### src/core/charge_pkg.sv
// Shared constants for the battery charge indicator
package charge_pkg;
    localparam int VOLT_W       = 16;
    localparam int CELL_VOLT_W  = 12;
    localparam int PCT_W        = 7;
    localparam logic [6:0] PCT_FULL   = 7'h64;
    localparam logic [6:0] PCT_EMPTY  = 7'h00;
    localparam int CELL_DIVISOR = 2;
    localparam int PCT_DIVISOR  = 100;
    localparam int CLK_HZ       = 20000000;
    localparam int TICK_US      = 1000;
    localparam int TICK_CYCLES  = (CLK_HZ / 1000000) * TICK_US;
    localparam int MINUTE_TICKS = 60000;
    localparam logic [9:0] DRAIN_MAX  = 10'h258;
    localparam logic [7:0] UV_RAW_MIN = 8'h80;
    localparam logic [7:0] UV_RAW_MAX = 8'hCC;
    localparam int UV_SCALE_SHIFT = 8;
endpackage

### src/core/level_if.sv
// Voltage level bundle between the indicator and its level calculator
`timescale 1ns/100ps
interface level_if;
    logic [15:0] resetLevel;
    logic [15:0] fullLevel;
    logic [15:0] emptyLevel;
    logic [15:0] socLevel;
    modport calc (output resetLevel, fullLevel, emptyLevel, socLevel);
    modport user (input resetLevel, fullLevel, emptyLevel, socLevel);
endinterface

### src/core/level_calc.sv
// Voltage level calculator from per-cell settings and cell count
`timescale 1ns/100ps
module level_calc
(
    // Settings
    input  wire logic [11:0] resetCellVolts,
    input  wire logic [11:0] fullCellVolts,
    input  wire logic [11:0] emptyCellVolts,
    input  wire logic [7:0]  cellCount,
    input  wire logic [6:0]  chargePercent,
    // Levels
    level_if.calc            lv
);
    function automatic logic [15:0] cellMul(input logic [11:0] v, input logic [7:0] n);
        logic [19:0] p;
        p = 20'(v) * 20'(n);
        cellMul = (p > 20'h0FFFF) ? 16'hFFFF : p[15:0];
    endfunction

    logic [15:0] spanLevel;
    logic [23:0] scaled;
    logic [15:0] socOffset;

    assign lv.resetLevel = cellMul(resetCellVolts, cellCount); // RULE_04
    assign lv.fullLevel  = cellMul(fullCellVolts, cellCount);  // RULE_06
    assign lv.emptyLevel = cellMul(emptyCellVolts, cellCount); // RULE_07
    assign spanLevel = (lv.fullLevel > lv.emptyLevel) ? (lv.fullLevel - lv.emptyLevel) : 16'h0000;
    assign scaled    = 24'(spanLevel) * 24'(chargePercent);
    assign socOffset = 16'(scaled / 24'(charge_pkg::PCT_DIVISOR));
    assign lv.socLevel = lv.emptyLevel + socOffset; // RULE_08
endmodule

### src/core/battery_charge_indicator.sv
// Battery state-of-charge estimator with undervoltage threshold
//
// Contract
// RULE_01: Recompute percentage while keyswitch is on
// RULE_02: Save percentage to storage at key-off
// RULE_03: Key-on reset to full checked once
// RULE_04: Reset level is reset per-cell times cells
// RULE_05: Cell count is nominal voltage halved
// RULE_06: Full level is full per-cell times cells
// RULE_07: Empty level is empty per-cell times cells
// RULE_08: Threshold is empty plus scaled span
// RULE_09: Accumulate time voltage is below threshold
// RULE_10: Past limit, drop one point and recompute
// RULE_11: Drain minutes set full-to-empty time
// RULE_12: Reset per-cell must exceed full per-cell
// RULE_13: Reset suppressed at or above inhibit percent
// RULE_14: Undervoltage setting is percent of nominal
// RULE_15: Cut drive current at undervoltage
// RULE_16: Threshold never below power stage minimum
// RULE_17: Standard per-cell values recommended
// RULE_18: Clear time after decrement, hold at zero
`timescale 1ns/100ps
module battery_charge_indicator
#(
    parameter int TICK_CYCLES = charge_pkg::TICK_CYCLES,
    parameter logic [15:0] STAGE_MIN_VOLTS = 16'h0000
)
(
    // Clock and reset
    input  wire logic        core_clk,
    input  wire logic        rstn,
    input  wire logic        clkEn,
    // Keyswitch and voltage
    input  wire logic        keyswitchInput,
    input  wire logic [15:0] filteredVolts,
    input  wire logic [15:0] nominalVolts,
    // Settings
    input  wire logic [11:0] resetCellVolts,
    input  wire logic [11:0] fullCellVolts,
    input  wire logic [11:0] emptyCellVolts,
    input  wire logic [9:0]  drainMinutes,
    input  wire logic [6:0]  resetInhibitPct,
    input  wire logic [7:0]  userUndervoltRaw,
    // Nonvolatile storage
    input  wire logic [6:0]  storedPercent,
    output logic      [6:0]  saveData,
    output logic             saveStrobe,
    // Status
    output logic      [6:0]  chargePercent,
    output logic      [15:0] undervoltLevel,
    output logic             driveCutback
);
    // ************************************
    // Keyswitch synchroniser
    // ************************************
    // Only the second and third flops feed logic
    logic keySync1_q;
    logic keySync2_q;
    logic keyPrev_q;
    always_ff @(posedge core_clk)
    begin
        if (!rstn)
        begin
            keySync1_q <= 1'b0;
            keySync2_q <= 1'b0;
            keyPrev_q  <= 1'b0;
        end
        else if (clkEn)
        begin
            keySync1_q <= keyswitchInput;
            keySync2_q <= keySync1_q;
            keyPrev_q  <= keySync2_q;
        end
    end
    wire keyOn   = keySync2_q;
    // Key already on at power-up counts as key-on
    wire keyRise = keySync2_q & ~keyPrev_q;
    wire keyFall = ~keySync2_q & keyPrev_q;

    // ************************************
    // Voltage sample registers
    // ************************************
    // Delayed like the keyswitch so key-on sees settled volts
    logic [15:0] voltsS1_q;
    logic [15:0] voltsS2_q;
    always_ff @(posedge core_clk)
    begin
        if (!rstn)
        begin
            voltsS1_q <= 16'h0000;
            voltsS2_q <= 16'h0000;
        end
        else if (clkEn)
        begin
            voltsS1_q <= filteredVolts;
            voltsS2_q <= voltsS1_q;
        end
    end

    // ************************************
    // Levels
    // ************************************
    logic [6:0] pct_q;
    logic [6:0] pct_d;
    wire  [7:0] cellCount = nominalVolts[8:1]; // RULE_05
    level_if lv ();
    level_calc u_levels
    (
        .resetCellVolts (resetCellVolts),
        .fullCellVolts  (fullCellVolts),
        .emptyCellVolts (emptyCellVolts),
        .cellCount      (cellCount),
        .chargePercent  (pct_q),
        .lv             (lv.calc)
    );

    // ************************************
    // Discharge timing
    // ************************************
    logic [15:0] tick_q;
    logic [31:0] below_q;
    logic [31:0] below_d;
    wire         tickHit  = (tick_q == 16'(TICK_CYCLES - 1));
    wire         isBelow  = voltsS2_q < lv.socLevel;
    // Limit in ticks: minutes*60000 ms / 100 per point
    wire  [31:0] limitTicks = 32'(drainMinutes)
                            * 32'(charge_pkg::MINUTE_TICKS / charge_pkg::PCT_DIVISOR); // RULE_11
    wire         limitHit = below_q > limitTicks; // RULE_10
    wire         resetOk  = (voltsS2_q > lv.resetLevel) && (storedPercent < resetInhibitPct); // RULE_13

    always_ff @(posedge core_clk)
    begin
        if (!rstn)
            tick_q <= 16'h0000;
        // Idles while the key is off
        else if (clkEn)
            tick_q <= (tickHit || !keyOn) ? 16'h0000 : tick_q + 16'h0001;
    end

    always_comb
    begin
        pct_d   = pct_q;
        below_d = below_q;
        // Key-on takes priority over counting
        if (keyRise)
        begin
            pct_d   = resetOk ? charge_pkg::PCT_FULL : storedPercent; // RULE_03
            below_d = 32'h0000_0000;
        end
        else if (keyOn)
        begin
            if (limitHit)
            begin
                below_d = 32'h0000_0000; // RULE_18
                // Sticks at zero instead of wrapping
                if (pct_q != charge_pkg::PCT_EMPTY)
                    pct_d = pct_q - 7'h01; // RULE_10
            end
            else if (tickHit && isBelow)
                below_d = below_q + 32'h0000_0001; // RULE_09
        end
    end

    always_ff @(posedge core_clk)
    begin
        if (!rstn)
        begin
            pct_q   <= charge_pkg::PCT_FULL;
            below_q <= 32'h0000_0000;
        end
        else if (clkEn)
        begin
            pct_q   <= pct_d; // RULE_01
            below_q <= below_d;
        end
    end

    // ************************************
    // Nonvolatile save
    // ************************************
    always_ff @(posedge core_clk)
    begin
        if (!rstn)
        begin
            saveData   <= 7'h00;
            saveStrobe <= 1'b0;
        end
        else if (clkEn)
        begin
            // One-cycle strobe; data stands until next key-off
            saveStrobe <= keyFall; // RULE_02
            if (keyFall)
                saveData <= pct_q;
        end
    end

    // ************************************
    // Undervoltage threshold
    // ************************************
    wire [7:0]  uvClamped = (userUndervoltRaw < charge_pkg::UV_RAW_MIN) ? charge_pkg::UV_RAW_MIN :
                            (userUndervoltRaw > charge_pkg::UV_RAW_MAX) ? charge_pkg::UV_RAW_MAX :
                            userUndervoltRaw;
    wire [23:0] uvProduct = 24'(nominalVolts) * 24'(uvClamped); // RULE_14
    wire [15:0] uvUser    = uvProduct[23:8];
    wire [15:0] uvLevel   = (uvUser < STAGE_MIN_VOLTS) ? STAGE_MIN_VOLTS : uvUser; // RULE_16
    wire        underVolt = (voltsS2_q <= uvLevel); // RULE_15
    always_ff @(posedge core_clk)
    begin
        if (!rstn)
        begin
            undervoltLevel <= 16'h0000;
            driveCutback   <= 1'b0;
        end
        else if (clkEn)
        begin
            undervoltLevel <= uvLevel;
            driveCutback   <= underVolt; // RULE_15
        end
    end

    assign chargePercent = pct_q;
endmodule

### config.mk
export PLATFORM = sky130hd
export DESIGN_NAME = battery_charge_indicator
export DESIGN_NICKNAME = d
export VERILOG_FILES = /design/src/core/charge_pkg.sv /design/src/core/level_if.sv /design/src/core/level_calc.sv /design/src/core/battery_charge_indicator.sv
export SDC_FILE = /design/constraint.sdc
export NUM_CORES = 2
export LEC_CHECK = 0
export BUFFER_PORTS_ARGS = -buffer_cell sky130_fd_sc_hd__buf_2
export CAP_MARGIN = 15
export CORE_MARGIN = 3
export CORE_UTILIZATION = 50
export DETAILED_ROUTE_END_ITERATION = 10
export PLACE_DENSITY = 0.67
export SYNTH_ARGS = -nofsm -noshare
export SYNTH_HDL_FRONTEND = slang
export SYNTH_SLANG_ARGS = --single-unit
### constraint.sdc
create_clock -name core_clk -period 36.6 [get_ports core_clk]
set_input_delay 0 -clock core_clk [delete_from_list [all_inputs] [get_ports core_clk]]
set_output_delay 0 -clock core_clk [all_outputs]
set_load 0.01 [all_outputs]
# Word level (Yosys, flattened, before mapping)
# Index checks and enable logic that the tools add are counted.
dict set report classes {
  div 1
  addsub 5
  reduce_logical 12
  n_lt_le_gt_ge 12
  n_mul 6
  bitwise_logic 4
  n_eq_ne 1
  n_mux 17
}
# op n
set op_table {}
lappend op_table {{2-to-1 mux 32 bit} 4}
lappend op_table {{2-to-1 mux 16 bit} 6}
lappend op_table {{greater-than comparator 20 x 16 -> 1 bit (second input constant)} 3}
lappend op_table {{multiplier 12 x 8 -> 20 bit} 3}
lappend op_table {{2-to-1 mux 7 bit} 5}
lappend op_table {{adder 32 x 1 -> 32 bit (second input constant)} 1}
lappend op_table {{greater-than comparator 16 bit} 2}
lappend op_table {{greater-than comparator 32 x 20 -> 1 bit} 1}
lappend op_table {{divider 23 x 7 -> 24 bit (second input constant)} 1}
lappend op_table {{multiplier 16 x 8 -> 24 bit} 1}
lappend op_table {{multiplier 16 x 7 -> 23 bit} 1}
lappend op_table {{multiplier 10 x 7 -> 17 bit (second input constant)} 1}
lappend op_table {{adder 16 x 1 -> 16 bit (second input constant)} 1}
lappend op_table {{adder 16 bit} 1}
lappend op_table {{== test 16 x 15 -> 1 bit (second input constant)} 1}
lappend op_table {{less-or-equal comparator 16 bit} 1}
lappend op_table {{< comparator 16 x 1 -> 1 bit (second input constant)} 1}
lappend op_table {{< comparator 16 bit} 1}
lappend op_table {{2-to-1 mux 8 bit} 2}
lappend op_table {{subtractor 16 bit} 1}
lappend op_table {{greater-than comparator 8 bit (second input constant)} 1}
lappend op_table {{< comparator 8 bit (second input constant)} 1}
lappend op_table {{< comparator 7 bit} 1}
lappend op_table {{nonzero test 7 bit} 1}
lappend op_table {{other kinds (11)} 16}
dict set report word_totals {
  regBits 115
  output_inout_bits 32
  elab_cells 70
}

# Depth between registers and ports, before layout
dict set report depth {
  word_depth 14
  mapped_depth 138
  ltp_nobuf 130
}

# By module
# From an unflattened synthesis, not the netlist that was laid out.
dict set report hier_totals {
  cells_unflattened 3539
  area_unflattened_um2 29504.5
}
# mod area_per_inst_um2 seq_area_each_um2 cells_per_inst n_inst
set modules_own_cells {}
lappend modules_own_cells {level_calc 17937.2 0.0 2227 1}
lappend modules_own_cells {battery_charge_indicator 11567.3 2302.2 1312 1}

# Least setup slack after synthesis
# Ideal clock, no wire load.
dict set report synth_timing {
  path_type {input-to-reg}
  from {input port nominalVolts[8]}
  to {register below_q[23]}
  setup_slack_ps 10505
  path_buffers 7
  stages 120
  arrival_ps 26029
  setup_ps 65
  t_required_ps 36535
  path_cell_list {clkbuf_1 clkbuf_1 nand2_1 fa_1 fa_1 inv_1 fa_1 inv_1 fa_1 inv_1 ha_1 a21oi_1 o21bai_1 a21oi_1 o21bai_1 a21oi_1 o21bai_1 a21oi_1 (+84 left out) a21o_1 a21o_1 a21o_1 a21oi_1 xor2_1 ha_1 a21o_1 a2111oi_0 o21ai_0 and2_1 nor2_1 and3_1 and2_1 and3_1 nor2b_1 nor2b_1 a31oi_1 nor2_1}
}
dict set report synth_between {
  elab_chain_cells 12
}
# item line_no
set synth_lines {}
lappend synth_lines {{start, declared} battery_charge_indicator.sv:36} ;# input wire logic [15:0] nominalVolts,
lappend synth_lines {{multiplier 12 x 8 -> 20 bit} level_calc.sv:16} ;# p = 20'(v) * 20'(n);
lappend synth_lines {{greater-than comparator 20 x 16 -> 1 bit} level_calc.sv:17} ;# cellMul = (p > 20'h0FFFF) ? 16'hFFFF : p[15:0];
lappend synth_lines {{2-to-1 mux 16 bit} level_calc.sv:17}
lappend synth_lines {{subtractor 16 bit / greater-than comparator 16 bit (equally long branches)} level_calc.sv:27} ;# assign spanLevel = (lv.fullLevel > lv.emptyLevel) ? (lv.fullLevel - lv.emptyLevel) : 16'h0000;
lappend synth_lines {{2-to-1 mux 16 bit} level_calc.sv:27}
lappend synth_lines {{multiplier 16 x 7 -> 23 bit} level_calc.sv:28} ;# assign scaled = 24'(spanLevel) * 24'(chargePercent);
lappend synth_lines {{divider 23 x 7 -> 24 bit} level_calc.sv:29} ;# assign socOffset = 16'(scaled / 24'(charge_pkg::PCT_DIVISOR));
lappend synth_lines {{adder 16 bit *} level_calc.sv:30} ;# assign lv.socLevel = lv.emptyLevel + socOffset;
lappend synth_lines {{< comparator 16 bit *} battery_charge_indicator.sv:124} ;# wire isBelow = voltsS2_q < lv.socLevel;
lappend synth_lines {{logical AND 1 bit *} battery_charge_indicator.sv:159} ;# else if (tickHit && isBelow)
lappend synth_lines {{nonzero test 3 bit (no line) *} -}
lappend synth_lines {{AND reduction 3 bit (no line) *} -}
lappend synth_lines {{end signal, assigned} battery_charge_indicator.sv:174} ;# below_q <= below_d;
lappend synth_lines {{end, declared} battery_charge_indicator.sv:121} ;# logic [31:0] below_q;
# Every way passes the cells marked *; elsewhere a longest branch is shown, timed or not.
# A chain may end at the register's enable or synchronous reset.

# Worst setup path in the final report
dict set report layout_timing {
  from {input port nominalVolts[7]}
  to {register below_q[25]}
}
# The elaborated chain is that of the path after synthesis.

==> impl_results.md <==
- DR DRC count: 0
- Post-Route WL: 69.1 mm
- R2R depth: 78
- Reg2reg start: chargePercent[2]
- Sequential fraction of the synthesis area: 8.02%
- Later-pin clock latency in the skew report: 0.41 ns
- Number of global-route vias before repair: 23700
- Max-cap viol count: 0
- Clk root buf: clkbuf_16
- Total number of yosys warnings: 0
- Clock buffers created by TritonCTS: 17
- Die height: 246 um
- Netlist cell types: 117
- Slowest stage delay, CP: 0.85 ns
- Hold/Removal Path Class: primary input to flip-flop
- Worst hold start: rstn
- Synth Register Bits: 115
- Post-synth EDFFs: 0
- Final nets: 4373
- Met2 WL: 32.3 mm
- Area growth syn-to-layout: 7.12%
- CTS tree: built
- WHS Endpoint: chargePercent[5]
- Die Wd: 246 um
- DR vias/cell: 5.48
- Ranking of synthesized cells by area: fa_1, ha_1, dfxtp_1
- Top-count cell post-synth: inv_1
- CP Max Fanout: 44
- H-tree depth: 4
- Worst-path clk slew: 0.06 ns
- Fraction of layout cells with a size suffix above 1: 7.60%
- Hold_buf cts: 20
- Initial DRT Pass Iterations: 6
- Detail Route Antenna Nets: 0
- Setup tns final: 0 ns
- Final hold vios: 0
- # rows: 87
- Minimum clock period: 29.45 ns
- Routed length on met3: 3.23 mm
- Reg-to-Reg End: below_q[25]
- Async S/R FF share, synth: 0%
- Die ar.: 60300 sq um
- Slew Viols, Final: 0
- Total gr overflow: 0
- Hold depth: 2
- Critical path's most frequent cell: a21oi_1
- Cell taking the most area after synthesis: fa_1
- Sink Count: 115
- Detailed-route wire length per cell: 15.9 um
- Antenna violations before repair: 0
- Startpoint types: primary input
- Synth top area share: 24.1%
- Core area: 56600 sq um
- Status: complete, no violations
- Worst path required time: 36.92 ns
- Post-CTS Resized: 0
- Synthesized area per cell: 8.19 sq um
- Peak Freq: 34.0 MHz
- Area of the mapped netlist: 28700 sq um
- Post-synth top cells: inv_1, ha_1, fa_1
- Met1 wire length: 32.5 mm
- Via count: 23800
- First-pass GRT wire length: 118 mm
- Top FF cell, synth: dfxtp_1
- Fin crit share: 80.5%
- Unrepaired setup endpoints after global routing: false
- Cells after Synth: 3504
- Starting DRC count in detailed routing: 1513
- Setup violations, final: 0
- Highest metal used: met4
- # IOs: 136
- Initial Util: 50.7%
- Largest net degree at the start of global routing: 54
- Final Skew: 0.0146 ns
- Critical Path Slowest Stage Cell: xor2_1
- Clock Path Buffers: 2
- Crit path kind: primary input to flip-flop
- Worst Tran Pin Value: 1.04 ns
- Max-slew headroom: 30.8%
- FF-to-FF setup slack: 15.05 ns
- Detail Placement HPWL: 55.9 mm
- N_diodes: 0
- Synthesized net count: 4299
- Port Buffers: 135
- Worst Path Arrival: 29.77 ns
- Post-CTS setup buffer count: 0
- RePlAce Congestion: 0.909
- Gr usage total: 23.4%
- Crit end category: flip-flop
-- metrics by stage --
stage	utilization, %	setup WS [ns]	instances	hold WS (ns)	cell area (sq um)
after floorplan	-	10.51	3504	0.147	28700
after global placement	52.9	7.34	4294	0.238	30000
after detailed placement	52.9	7.12	4295	0.248	30000
after CTS	54.3	7.46	4347	0.00611	30800
after global routing	54.3	4.17	4347	0.0108	30800
final	54.3	7.15	4347	0.00532	30800
-- how the worst max path moves through the flow --
stage,startpoint,endpoint,slack (ns),cells after the start
after floorplan,nominalVolts[8],below_q[23],10.51,120
after global placement,nominalVolts[7],below_q[25],7.34,121
after detailed placement,nominalVolts[7],below_q[25],7.12,122
after CTS,nominalVolts[7],below_q[25],7.46,122
after global routing,nominalVolts[7],below_q[25],4.17,122
final,nominalVolts[7],below_q[25],7.15,122
-- registers in the layout (all words and copies together) (netlist names), 7 cells and up --
register / cells
chargePercent: 7
voltsS1_q: 16
saveData: 7
below_q: 32
tick_q: 16
undervoltLevel: 16
voltsS2_q: 16
-- routing by layer --
layer | up-vias | track usage [%]
met4 | 0 | 3.94
met5 | - | 0
met2 | 599 | 39.7
li1 | 11700 | -
met3 | 69 | 2.37
met1 | 11400 | 32.9
-- critical path, delay by kind of cell --
kind,cells,cell delay (ns)
and+or+nand+nor,27,5.17
muxes,2,0.71
xor gates and xnor gates,4,1.47
buffers and inverters,11,1.89
adders and majority gates,17,6.91
AOI/OAI and AO/OA,61,13.54
-- cells in the final DEF (no fill, tap or decap), types with 17 or more instances in the layout --
cell type	n
nand3_1	57
o21ai_0	71
and2_1	279
dlygate4sd3_1	20
fa_1	345
nor2_1	261
a21o_1	58
inv_1	555
nand2b_1	39
nand2_1	282
ha_1	346
xor2_1	49
and3_1	33
a21oi_1	173
o21a_1	18
xnor2_1	134
nor2b_1	27
nor3_1	67
buf_2	135
a211oi_1	23
a31oi_1	20
o21bai_1	51
clkbuf_16	17
mux2i_1	61
dfxtp_1	115
nand4_1	35
-- cell type report --
class                   count  area, sq um
fillers                  5355        25900
multi-input cells        2715        23800
flip-flops and latches    115         2300
inverters                 561         2110
repair buffers            168          973
well taps                 756          946
clock buffers              19          443
clock inverters            13          151
-- cells by family after synthesis --
kind of cell               after synthesis  synth area share (%)
AOI/OAI and AO/OA                      611                  15.2
xor gates and xnor gates               189                  5.96
adders and majority gates              698                  39.4
buffers and inverters                  674                  8.98
DFF                                    115                  8.02
muxes                                   68                  2.43
and+or+nand+nor                       1149                  20.0
Power is left out: the tool's default activity adds up to more than one toggle a clock period on the data nets, which glitch-free logic cannot reach.
